<file path="src/logic/hsc_pkg.sv">
// Package for the high-speed serdes control register bank
// Assumes a classic Wishbone slave with 32-bit data and byte addresses
//
// Contract
// Swing field 15:12 of swing/rate register, reset 1000
// Swing codes map to rising amplitudes 130..1400 mV
// Tx enable bit 11; forced off by pin/global
// Rx enable bit 3; forced off by pin/global
// Bit 10 holds equalizer and tail correction
// Tx rate 9:8 decodes full/half/quarter/eighth
// Rx rate 2:0 decodes; other codes reserved
// Rate fields automatic unless alt-ref or override
// Eq/cdr register at index 0x0004, reset 0x1400
// Bit 15 forces receive ADC into track
// Precursor eq 14:12 amplitudes; 111 disables
// Recovery order 11:10; 11 reserved; reset 01
// Vote threshold 9:8 gives 4/8/16/32
// Bit 6 disables high-frequency peaking
// Bit 5 selects short channel recovery mode
// Cursor reduction code bits 4:0, reset zero
// Cursor codes 00111..01111 are reserved
// Software writes reserved fields with reset values
package hsc_pkg;
   // ---------------------------------------------------------------
   // Register map (index; byte address is four times the index)
   // ---------------------------------------------------------------
   localparam logic [3:0]  HSC_IDX_SWING_RATE = 4'h3;
   localparam logic [3:0]  HSC_IDX_EQ_CDR     = 4'h4;
   localparam logic [3:0]  HSC_IDX_STATUS     = 4'h8;
   localparam logic [15:0] HSC_RST_SWING_RATE = 16'h8848;
   localparam logic [15:0] HSC_RST_EQ_CDR     = 16'h1400;

   // ---------------------------------------------------------------
   // Field positions
   // ---------------------------------------------------------------
   localparam int HSC_SWING_LSB   = 12;
   localparam int HSC_TXEN_BIT    = 11;
   localparam int HSC_EQHOLD_BIT  = 10;
   localparam int HSC_TXRATE_LSB  = 8;
   localparam int HSC_RXEN_BIT    = 3;
   localparam int HSC_RXRATE_LSB  = 0;
   localparam int HSC_TRACK_BIT   = 15;
   localparam int HSC_PRE_LSB     = 12;
   localparam int HSC_ORDER_LSB   = 10;
   localparam int HSC_VOTE_LSB    = 8;
   localparam int HSC_PEAK_BIT    = 6;
   localparam int HSC_SHORT_BIT   = 5;
   localparam int HSC_CRF_LSB     = 0;

   typedef enum logic [1:0] {HSC_TX_FULL, HSC_TX_HALF, HSC_TX_QUARTER, HSC_TX_EIGHTH} hsc_tx_rate_t;

   // Decoded analogue controls towards the serdes macro
   typedef struct packed {
      logic [3:0]  tx_output_swing;
      logic [10:0] swing_mv;
      logic        tx_on;
      logic        rx_on;
      logic        rx_equalizer_hold;
      logic [1:0]  tx_rate_select;
      logic [2:0]  rx_rate_select;
      logic        rx_rate_reserved;
      logic        adc_track_force;
      logic [2:0]  rx_precursor_eq;
      logic        precursor_off;
      logic [1:0]  recovery_loop_order;
      logic        order_reserved;
      logic [5:0]  recovery_votes;
      logic        hf_peaking_off;
      logic        short_channel_recovery_mode;
      logic [4:0]  cursor_reduction_code;
      logic        crf_reserved;
   } hsc_ctrl_t;
endpackage

</file>
<file path="src/logic/hsc_regs.sv">
// Serdes control register bank with decoded control outputs
// Assumes synchronous Wishbone master and asynchronous pins for power-down and ref select
//
// Added by the designer: the Wishbone register port.
`timescale 1ns/1ps
module hsc_regs (
   // Clock and reset
   input  wire logic             clk_i,
   input  wire logic             rst_i,
   // Wishbone slave
   input  wire logic             cyc_i,
   input  wire logic             stb_i,
   input  wire logic             we_i,
   input  wire logic [5:0]       adr_i,
   input  wire logic [3:0]       sel_i,
   input  wire logic [31:0]      dat_i,
   output logic      [31:0]      dat_o,
   output logic                  ack_o,
   // Pins and device-level controls
   input  wire logic             channel_power_down_n_i,
   input  wire logic             global_power_down_i,
   input  wire logic             alt_reference_frequency_select_i,
   input  wire logic             rate_override_i,
   input  wire logic [1:0]       auto_tx_rate_i,
   input  wire logic [2:0]       auto_rx_rate_i,
   // Decoded controls
   output hsc_pkg::hsc_ctrl_t    ctrl_o
);
   import hsc_pkg::*;

   // ---------------------------------------------------------------
   // Pin synchronisers
   // ---------------------------------------------------------------
   logic [2:0] pin_meta;
   logic [2:0] pin_sync;
   // Two stages before any logic reads the pins
   always_ff @(posedge clk_i) begin
      if (rst_i) begin
         pin_meta <= 3'h1;
         pin_sync <= 3'h1;
      end else begin
         pin_meta <= {rate_override_i, alt_reference_frequency_select_i, channel_power_down_n_i};
         pin_sync <= pin_meta;
      end
   end
   wire pd_n_s     = pin_sync[0];
   wire alt_ref_s  = pin_sync[1];
   wire override_s = pin_sync[2];

   // ---------------------------------------------------------------
   // Bus decode
   // ---------------------------------------------------------------
   logic [15:0] swing_rate;
   logic [15:0] eq_cdr;
   wire         req      = cyc_i & stb_i & ~ack_o;
   wire  [3:0]  idx      = adr_i[5:2];
   wire         hit_sr   = idx == HSC_IDX_SWING_RATE;
   wire         hit_eq   = idx == HSC_IDX_EQ_CDR;
   wire         hit_st   = idx == HSC_IDX_STATUS;
   wire         wr_sr    = req & we_i & hit_sr;
   wire         wr_eq    = req & we_i & hit_eq;
   // Only the low two byte lanes carry register bits
   wire  [15:0] lane_msk = {{8{sel_i[1]}}, {8{sel_i[0]}}};
   wire  [15:0] next_sr  = (swing_rate & ~lane_msk) | (dat_i[15:0] & lane_msk);
   wire  [15:0] next_eq  = (eq_cdr & ~lane_msk) | (dat_i[15:0] & lane_msk);

   // Status shows the effective state that logic actually uses
   wire  [15:0] status   = {8'h00, ctrl_o.crf_reserved, ctrl_o.order_reserved, ctrl_o.rx_rate_reserved,
                            ctrl_o.tx_on, ctrl_o.rx_on, alt_ref_s, override_s, pd_n_s};
   wire  [15:0] rd_mux   = hit_sr ? swing_rate : hit_eq ? eq_cdr : hit_st ? status : 16'h0000;

   // ---------------------------------------------------------------
   // Register storage and single-cycle ack
   // ---------------------------------------------------------------
   // Ack one cycle after the request; unmapped addresses ack with zero data
   always_ff @(posedge clk_i) begin
      if (rst_i) begin
         ack_o <= 1'b0;
         dat_o <= 32'h0000_0000;
      end else begin
         ack_o <= req;
         dat_o <= req ? {16'h0000, rd_mux} : 32'h0000_0000;
      end
   end

   // Reserved bits are stored as written; software keeps them at reset values
   always_ff @(posedge clk_i) begin
      if (rst_i) begin
         swing_rate <= HSC_RST_SWING_RATE;
         eq_cdr     <= HSC_RST_EQ_CDR;
      end else begin
         if (wr_sr) begin
            swing_rate <= next_sr;
         end
         if (wr_eq) begin
            eq_cdr <= next_eq;
         end
      end
   end

   // ---------------------------------------------------------------
   // Field decode
   // ---------------------------------------------------------------
   wire       pwr_ok   = pd_n_s & ~global_power_down_i;
   wire       sw_rate  = alt_ref_s | override_s;
   wire [3:0] swing    = swing_rate[HSC_SWING_LSB +: 4];
   wire [1:0] tx_rate  = sw_rate ? swing_rate[HSC_TXRATE_LSB +: 2] : auto_tx_rate_i;
   wire [2:0] rx_rate  = sw_rate ? swing_rate[HSC_RXRATE_LSB +: 3] : auto_rx_rate_i;
   wire [2:0] pre      = eq_cdr[HSC_PRE_LSB +: 3];
   wire [1:0] order    = eq_cdr[HSC_ORDER_LSB +: 2];
   wire [1:0] vote     = eq_cdr[HSC_VOTE_LSB +: 2];
   wire [4:0] crf      = eq_cdr[HSC_CRF_LSB +: 5];
   // Rx codes 001, 01x and 100 are reserved
   wire       rx_res   = (rx_rate != 3'h0) & (rx_rate[2:1] != 2'h3) & (rx_rate != 3'h5);
   wire [5:0] votes    = 6'h04 << vote;
   wire       crf_res  = (crf[4] == 1'b0) & (crf[3:0] > 4'h6);

   // Typical amplitude per swing code, monotonic in the code
   logic [10:0] swing_mv;
   always_comb begin
      unique case (swing)
         4'h0: swing_mv = 11'd130;
         4'h1: swing_mv = 11'd220;
         4'h2: swing_mv = 11'd300;
         4'h3: swing_mv = 11'd390;
         4'h4: swing_mv = 11'd480;
         4'h5: swing_mv = 11'd570;
         4'h6: swing_mv = 11'd660;
         4'h7: swing_mv = 11'd750;
         4'h8: swing_mv = 11'd830;
         4'h9: swing_mv = 11'd930;
         4'ha: swing_mv = 11'd1020;
         4'hb: swing_mv = 11'd1110;
         4'hc: swing_mv = 11'd1180;
         4'hd: swing_mv = 11'd1270;
         4'he: swing_mv = 11'd1340;
         4'hf: swing_mv = 11'd1400;
      endcase
   end

   // ---------------------------------------------------------------
   // Registered control outputs
   // ---------------------------------------------------------------
   hsc_ctrl_t next_ctrl;
   always_comb begin
      next_ctrl.tx_output_swing             = swing;
      next_ctrl.swing_mv                    = swing_mv;
      next_ctrl.tx_on                       = swing_rate[HSC_TXEN_BIT] & pwr_ok;
      next_ctrl.rx_on                       = swing_rate[HSC_RXEN_BIT] & pwr_ok;
      next_ctrl.rx_equalizer_hold           = swing_rate[HSC_EQHOLD_BIT];
      next_ctrl.tx_rate_select              = tx_rate;
      next_ctrl.rx_rate_select              = rx_rate;
      next_ctrl.rx_rate_reserved            = rx_res;
      next_ctrl.adc_track_force             = eq_cdr[HSC_TRACK_BIT];
      next_ctrl.rx_precursor_eq             = pre;
      next_ctrl.precursor_off               = pre == 3'h7;
      next_ctrl.recovery_loop_order         = order;
      next_ctrl.order_reserved              = order == 2'h3;
      next_ctrl.recovery_votes              = votes;
      next_ctrl.hf_peaking_off              = eq_cdr[HSC_PEAK_BIT];
      next_ctrl.short_channel_recovery_mode = eq_cdr[HSC_SHORT_BIT];
      next_ctrl.cursor_reduction_code       = crf;
      next_ctrl.crf_reserved                = crf_res;
   end

   // One register stage keeps every top output flop-driven
   always_ff @(posedge clk_i) begin
      if (rst_i) begin
         ctrl_o <= '0;
      end else begin
         ctrl_o <= next_ctrl;
      end
   end
endmodule

</file>
<file path="config.mk">
export PLATFORM = sky130hd
export DESIGN_NAME = hsc_regs
export DESIGN_NICKNAME = d
export VERILOG_FILES = /design/src/logic/hsc_pkg.sv /design/src/logic/hsc_regs.sv
export SDC_FILE = /design/constraint.sdc
export NUM_CORES = 1
export LEC_CHECK = 0
export ABC_AREA = 1
export BUFFER_PORTS_ARGS = -buffer_cell sky130_fd_sc_hd__buf_2
export CAP_MARGIN = 20
export CORE_ASPECT_RATIO = 0.75
export CORE_MARGIN = 2
export CORE_UTILIZATION = 50
export DETAILED_ROUTE_END_ITERATION = 7
export GPL_ROUTABILITY_DRIVEN = 0
export GPL_TIMING_DRIVEN = 0
export HOLD_SLACK_MARGIN = 0.02
export PLACE_DENSITY = 0.79
export SYNTH_ARGS = -nofsm -noshare
export SYNTH_HDL_FRONTEND = slang
export SYNTH_SLANG_ARGS = --single-unit
</file>
<file path="constraint.sdc">
create_clock -name clk_i -period 3.4 [get_ports clk_i]
set_input_delay 0.34 -clock clk_i [delete_from_list [all_inputs] [get_ports clk_i]]
set_output_delay 0.34 -clock clk_i [all_outputs]
set_load 0.005 [all_outputs]
</file>
==> results of run 1 <==
stage by stage:
step                hold slack (ps)  setup WS [ps]  cells
global placement                399           1880    744
floorplan                       388           2080    546
detailed placement              396           1830    744
finish                          145           1760    760
CTS                             138           1810    760
global route                    144           1640    760
layout make-up:
class | instances | area (um^2)
inverters | 70 | 263
fillers | 712 | 2930
well taps | 105 | 131
repair buffers | 93 | 465
clock inverters | 6 | 83.8
clock buffers | 10 | 138
multi-input cells | 331 | 1640
plain buffers | 47 | 309
flip-flops and latches | 98 | 1960
per-layer routing:
layer | routed length [um] | track usage | share of wire
met1 | 4730 | 0.338 | 0.45
met2 | 4560 | 0.366 | 0.43
met3 | 1130 | 0.0691 | 0.11
met4 | 176 | 0.0833 | 0.017
met5 | 0 | 0 | 0
kinds of logic (layout without fill, tap and decap cells):
logic type,count (synthesis),in the layout,share of synthesized area
and+or+nand+nor,240,240,0.273
AOI/OAI and AO/OA,64,64,0.0839
other,1,19,0.000914
buffers and inverters,117,226,0.139
adders and majority gates,8,8,0.0244
DFF,98,98,0.478
cell usage after synthesis (all sizes together):
cell type	n
nand3	27
o21ai	17
nand4	35
o211ai	2
o21bai	1
dfxtp	98
nand2	93
ha	8
o31ai	1
inv	69
o22ai	1
a21oi	40
clkbuf	2
buf	45
or2	5
a211oi	2
nor2	73
nor3	6
nor4	1
conb	1
clkinv	1
power breakdown:
group          internal (mW)  switching (mW)
sequential              1.17         0.00777
clock                  0.377           0.434
combinational         0.0717           0.115
total                   1.62           0.557
how the worst max path moves through the flow:
stage	endpoint	depth (start not counted)
after global routing	ctrl_o[32]	5
after floorplan	ctrl_o[35]	5
after global placement	ctrl_o[35]	5
after CTS	ctrl_o[32]	5
after detailed placement	ctrl_o[35]	5
final	ctrl_o[35]	5
==> results.yml, run 1 <==
clock_network:
  ctsHoldBuffers: 0
  cts_setup_buffers: 0
  cts_buffers: 9
  cts-root-buf: "clkbuf_8"
  cts.sink_count: 98
  tritoncts: "yes"
  post_cts_resized: 0
  h-tree-depth: 3
  clock_latency_ps: 370
  cts_max_path_buffers: 2
  clk_pin_slew_ps: 100
sta:
  clock-skew-final_ps: 10.5
  fmax_mhz: 611
  maxSlewViolCount: 0
  hold_viol_final: 0
  finalSetupViolCount: 0
  fin_tns_setup_ps: 0
  min_period_over_period: 0.481
  period_minus_slack_ps: 1640
  rsz0062_at_grt: "false"
hold_path:
  hold_depth: 2
  worstHoldStart: "channel_power_down_n_i"
  hp-class: "in2reg"
  whs_endpoint: "pin_meta[0]"
layout:
  synthToLayoutAreaGrowth_pct: 21.6
  mostFrequentLayoutCells: "buf_2, dfxtp_1, nand2_1"
  final_common_cell: "buf_2"
  drive_above_1_share: 0.260
  final_core_util: 0.630
  final_area_um2: 4990
  fin_nets: 714
  num_antenna_cells: 0
floorplan:
  die_w_um: 109
  ios: 135
  row_count: 28
  initial_utilization: 0.518
  core_um2: 7920
  die_y_um: 82.4
  dieArea_um2: 8950
synthesis:
  synth_area_um2: 4100
  synth_cells: 528
  synth_cell_types: 32
  yosysSeqAreaShare: 0.478
  syn_avg_cell_area_um2: 7.77
  yosys_warnings: 0
  ys_seq_elements: 98
  synth_top_area_frac: 0.478
  synth.area.top_cells: "dfxtp_1, nand2_1, nor2_1"
  yosysTopAreaCell: "dfxtp_1"
global_route:
  first_global_vias: 3360
  grt_usage: 0.244
  grt_overflow: 0
  grt_pass1_wl_um: 16500
  antenna_found_initial: 0
  grt_max_degree: 19
worst_setup_path:
  startpoint_type: "flop"
  path_class: "reg2reg"
  crit_path_end_kind: "flop"
  path_buf_inv: 1
  reg2reg_slack_ps: 1760
  cp_top_family: "flip-flops"
  required_ps: 3650
  cpPeakStageDelay_ps: 580
  crit_slowest_cell: "dfxtp_1"
  worstPathCellList: "inv_1, ha_1, or2_2, o21ai_0, o21ai_0"
  path_common_cell: "o21ai_0"
  reg2reg_to: "ctrl_o[35]"
  reg2regPathDepth: 5
  path_max_fanout: 10
  arrival_ps: 1890
placement:
  detailed_place_hpwl_um: 7800
  placed_area_um2: 4770
  port_buffers: 93
outcome:
  status: "completed"
run:
  drv_cap: 0
power_and_ir_drop:
  powerDensity_nw_per_um2: 436
  total_power_mw: 2.17
  p_leak_nw: 2.60
  peakVddDrop_mv: 0.200
routing:
  wl_um: 10600
  routed-via-count: 3846
  avgRoutedWirePerCell_um: 13.9
  drc_errors: 0
  drtPass1Iterations: 5
  vias_per_cell: 5.06
  drt_iter0_markers: 311
  postRouteAntennaNets: 0
(Power assumes the default switching activity.)
==> run 2: changes to the inputs <==
Settings changed: ABC_AREA 1 to 0, CORE_UTILIZATION 50 to 44, PLACE_DENSITY 0.79 to 0.75.
Clock period 3.4 ns to 1.5 ns, I/O delays scaled along.
==> results.yml, run 2 <==
hold_path:
  hp-class: "in2reg"
  worstHoldStart: "dat_i[8]"
clock_network:
  clock_latency_ps: 360
  cts_setup_buffers: 0
  tritoncts: "yes"
  cts_max_path_buffers: 2
  clk_pin_slew_ps: 90
  cts-root-buf: "clkbuf_8"
  h-tree-depth: 3
  cts.sink_count: 98
  cts_buffers: 9
sta:
  rsz0062_at_grt: "false"
  min_period_over_period: 0.951
  period_minus_slack_ps: 1430
  hold_slack_ps: 41.0
  worst_slew_pin_slew_ps: 935
  fmax_mhz: 701
  hold_viol_final: 0
  maxSlewViolCount: 0
  relSlewSlack: 0.375
  clock-skew-final_ps: 9.90
  finalSetupViolCount: 0
synthesis:
  yosys_warnings: 0
  synth.area.top_cells: "dfxtp_1, mux2i_1, nor2_1"
  synth_commonest_cells: "dfxtp_1, nor2_1, a21oi_1"
  ys_seq_elements: 98
  synth-main-ff-cell: "dfxtp_1"
  synth_top_area_frac: 0.529
  syn_avg_cell_area_um2: 9.92
  yosysMostFrequentCell: "dfxtp_1"
  yosysSeqAreaShare: 0.529
  synth_area_um2: 3710
  yosysTopAreaCell: "dfxtp_1"
  synthArstFlopShare: 0
  synth_cell_types: 41
  synth_cells: 374
  synth_edf_count: 0
power_and_ir_drop:
  sw_frac_of_total: 0.236
  seq_power_share: 0.567
  p_clk_frac: 0.363
  intPower_mw: 3.58
  peakVddDrop_mv: 0.499
  powerDensity_nw_per_um2: 997
  p_comb_frac: 0.069
  switchingPower_mw: 1.11
  p_leak_nw: 2.25
global_route:
  antenna_found_initial: 0
  grt_usage: 0.201
  top_usage_layer: "met2"
  grt_pass1_wl_um: 14000
  use_met1: 0.261
  grt_max_degree: 18
  grtUsageMet2: 0.309
  grt_overflow: 0
  first_global_vias: 2839
  grt_util_met3: 0.0609
run:
  drv_cap: 0
floorplan:
  core_um2: 8020
  ios: 135
  row_count: 28
  die_y_um: 83.5
  initial_utilization: 0.462
  die_w_um: 110
  dieArea_um2: 9190
layout:
  synthToLayoutAreaGrowth_pct: 26.8
  mostFrequentLayoutCells: "buf_2, dfxtp_1, nor2_1"
  fin_nets: 567
  drive_above_1_share: 0.305
  final_core_util: 0.586
  num_antenna_cells: 0
  fill_cells: 699
  final_common_cell: "buf_2"
placement:
  port_buffers: 95
  detailed_place_hpwl_um: 6740
worst_setup_path:
  path_buf_inv: 1
  required_ps: 1800
  arrival_ps: 1720
  worstPathCellList: "inv_2, ha_1, mux4_2, nor2_1"
  cpPeakStageDelay_ps: 470
  crit_path_end_kind: "flop"
  path_max_fanout: 8
  crit_slowest_cell: "mux4_2"
  cp_top_family: "multiplexers"
  path_class: "reg2reg"
  startpoint_type: "flop"
routing:
  drtPass1Iterations: 4
  routed-via-count: 3080
  drc_errors: 0
  drt_iter0_markers: 174
  vias_per_cell: 5.02
  postRouteAntennaNets: 0
  wl_um: 9240
  avgRoutedWirePerCell_um: 15.1
outcome:
  status: "completed"
==> run 2: cell count changes in the layout (fill, tap and decap cells not counted), sizes merged, moves of 16 or more <==
| cell | delta |
|---|---|
| nand3 | -23 |
| nor2b | +21 |
| nand2 | -86 |
| nand4 | -35 |
| nor2 | -16 |
| buf | -19 |
| inv | -63 |
| mux2i | +27 |
==> run 2: path summary, 6_finish.rpt <==
path | to | slack [ps] | depth (start not counted)
min | flop | 40 | 3
max | ctrl_o[33] | 70 | 4
max reg2reg | ctrl_o[33] | 70 | 4
min reg2reg | pin_sync[0] | 430 | 1
==> run 2: per-layer routing <==
layer  share of wire  vias up
met5               0        -
met4           0.023        0
met3           0.081       18
met2            0.45      128
met1            0.44     1430
li1                -     1504
==> run 2: timing repair <==
action                     in CTS  in global routing
resized for setup               8                  8
hold buffers                    8                  0
setup endpoints to repair      26                 23
hold endpoints to repair        9                  0
==> run 2: power groups by stage <==
stage	Sequential (mW)	Combinational (mW)	Clock (mW)
2_1_floorplan	2.72	0.157	0
3_3_place_gp	2.72	0.296	0
3_5_place_dp	2.72	0.301	0
4_1_cts	2.66	0.319	1.75
5_1_grt	2.66	0.358	1.85
6_report	2.66	0.326	1.70
==> run 2: tightest hold or removal path: stages <==
cell and delay [ps]:
buf_2 90, mux2i_1 60, nor2_1 70
==> run 2: metrics by stage <==
stage	area [um^2]	worst slack, ps	setup TNS, ps	cells	power, mW
after detailed placement	4380	-263	-6490	592	3.02
final	4700	73.5	0	613	4.69
after global placement	4380	-250	-5500	592	3.02
after global routing	4700	10.7	0	613	4.87
after floorplan	3780	61.1	0	392	2.88
after CTS	4680	0.751	0	615	4.73
==> run 2: kinds of logic after synthesis <==
kind of cell / share of synthesized area
muxes: 0.0789
adders and majority gates: 0.0270
buffers and inverters: 0.0648
AOI/OAI and AO/OA: 0.104
xor gates and xnor gates: 0.00236
and+or+nand+nor: 0.193
other: 0.00101
DFF: 0.529
==> run 2: area by class of cell <==
cell class,count,area [um^2],share of cell area
Sequential cell,98,1970,0.418
Multi-Input combinational cell,250,1620,0.344
Timing Repair Buffer,103,556,0.118
Buffer,36,214,0.0455
Tap cell,105,131,0.0279
Clock buffer,9,124,0.0263
Clock inverter,7,76.3,0.0162
Inverter,5,18.8,0.00399
==> run 3: changes to the inputs <==
Settings changed: PLACE_DENSITY 0.75 to 0.74.
==> results.yml, run 3 (same netlist as run 2, synthesis figures left out) <==
power_and_ir_drop:
  peakVddDrop_mv: 0.501
  powerDensity_nw_per_um2: 1030
  p_leak_nw: 2.28
layout:
  fin_nets: 572
  final_area_um2: 4770
  fill_cells: 699
  num_antenna_cells: 0
  synthToLayoutAreaGrowth_pct: 28.5
  drive_above_1_share: 0.308
  seqCellArea_um2: 1970
  mostFrequentLayoutCells: "buf_2, dfxtp_1, nor2_1"
  final_common_cell: "buf_2"
  multiInputGateArea_um2: 1620
clock_network:
  cts.sink_count: 98
  cts-root-buf: "clkbuf_8"
  h-tree-depth: 3
  cts_max_path_buffers: 2
  tritoncts: "yes"
  cts_buffers: 9
  clock_latency_ps: 370
  clk_pin_slew_ps: 100
routing:
  avgRoutedWirePerCell_um: 14.9
  vias_per_cell: 5.01
  drc_errors: 0
  routed-via-count: 3096
  drt_iter0_markers: 149
  postRouteAntennaNets: 0
  drtPass1Iterations: 5
  wl_um: 9180
placement:
  placed_area_um2: 4380
  port_buffers: 95
  dp_slack_ps: -299
  detailed_place_hpwl_um: 6610
floorplan:
  die_y_um: 83.5
  initial_utilization: 0.462
  row_count: 28
  die_w_um: 110
  dieArea_um2: 9190
  core_um2: 8020
  ios: 135
worst_setup_path:
  path_class: "reg2reg"
  required_ps: 1800
  arrival_ps: 1740
  reg2regPathDepth: 4
  path_max_fanout: 8
  startpoint_type: "flop"
  crit_path_end_kind: "flop"
sta:
  rsz0062_at_grt: "false"
  finalSetupViolCount: 0
  worst_slew_pin_slew_ps: 1010
  fin_ws_ps: 55.4
  fmax_mhz: 692
  maxSlewViolCount: 0
  hold_slack_ps: 33.9
  relSlewSlack: 0.323
  clock-skew-final_ps: 14.7
  min_period_over_period: 0.963
  hold_viol_final: 0
  period_minus_slack_ps: 1440
global_route:
  grt_max_degree: 19
  first_global_vias: 2902
  antenna_found_initial: 0
  grt_pass1_wl_um: 14200
  grt_overflow: 0
  grt_usage: 0.201
hold_path:
  worstHoldStart: "dat_i[0]"
  hold_depth: 3
  hp-class: "in2reg"
outcome:
  status: "completed"
run:
  drv_cap: 0
==> run 3: layout make-up <==
class                      count  area share
clock inverter                 7      0.0220
multi-input combinational    250       0.339
inverter                       5     0.00394
timing repair buffer         107       0.123
buffer                        37      0.0457
clock buffer                   9      0.0260
tap                          105      0.0276
sequential                    98       0.413
==> run 3: power breakdown <==
group	switching [mW]	total (mW)	internal [mW]
sequential	0.0180	2.66	2.64
clock	0.936	1.90	0.968
combinational	0.178	0.334	0.156
total	1.13	4.90	3.77
==> run 3: per-stage QoR <==
stage                     TNS, ps  utilization  cells  power [mW]
after global routing            0        0.594    618        5.08
after floorplan                 0            -    392        2.88
after detailed placement    -7870        0.546    592        3.02
final                           0        0.594    618        4.90
after global placement      -7310        0.546    592        3.02
after CTS                       0        0.587    614        4.93
==> run 3: worst paths after layout <==
kind / endpoint / slack, ps
min: flop / 30
max reg2reg: ctrl_o[33] / 60
max: ctrl_o[33] / 60
min reg2reg: pin_sync[0] / 420
==> run 3: worst max-delay path: stages (launching register included) <==
cell,delay [ps]
dfxtp_2,440
inv_2,130
ha_1,250
mux4_2,460
nor2_1,100
==> run 3: repair_timing <==
action	4_1_cts	5_1_grt
hold buffers	8	1
gates resized for setup	11	6
pin swaps	0	1
endpoints found under the hold margin	9	1
buffers inserted	0	3
setup endpoints to repair	45	27
==> run 3: layer usage <==
layer  routed length, um  vias up  part of all wire  track usage
li1                    -     1510                 -            -
met1                4120     1425              0.45        0.269
met2                4140      140              0.45        0.299
met3                 729       21             0.079       0.0578
met4                 193        0             0.021       0.0909
met5                   0        -                 0            0
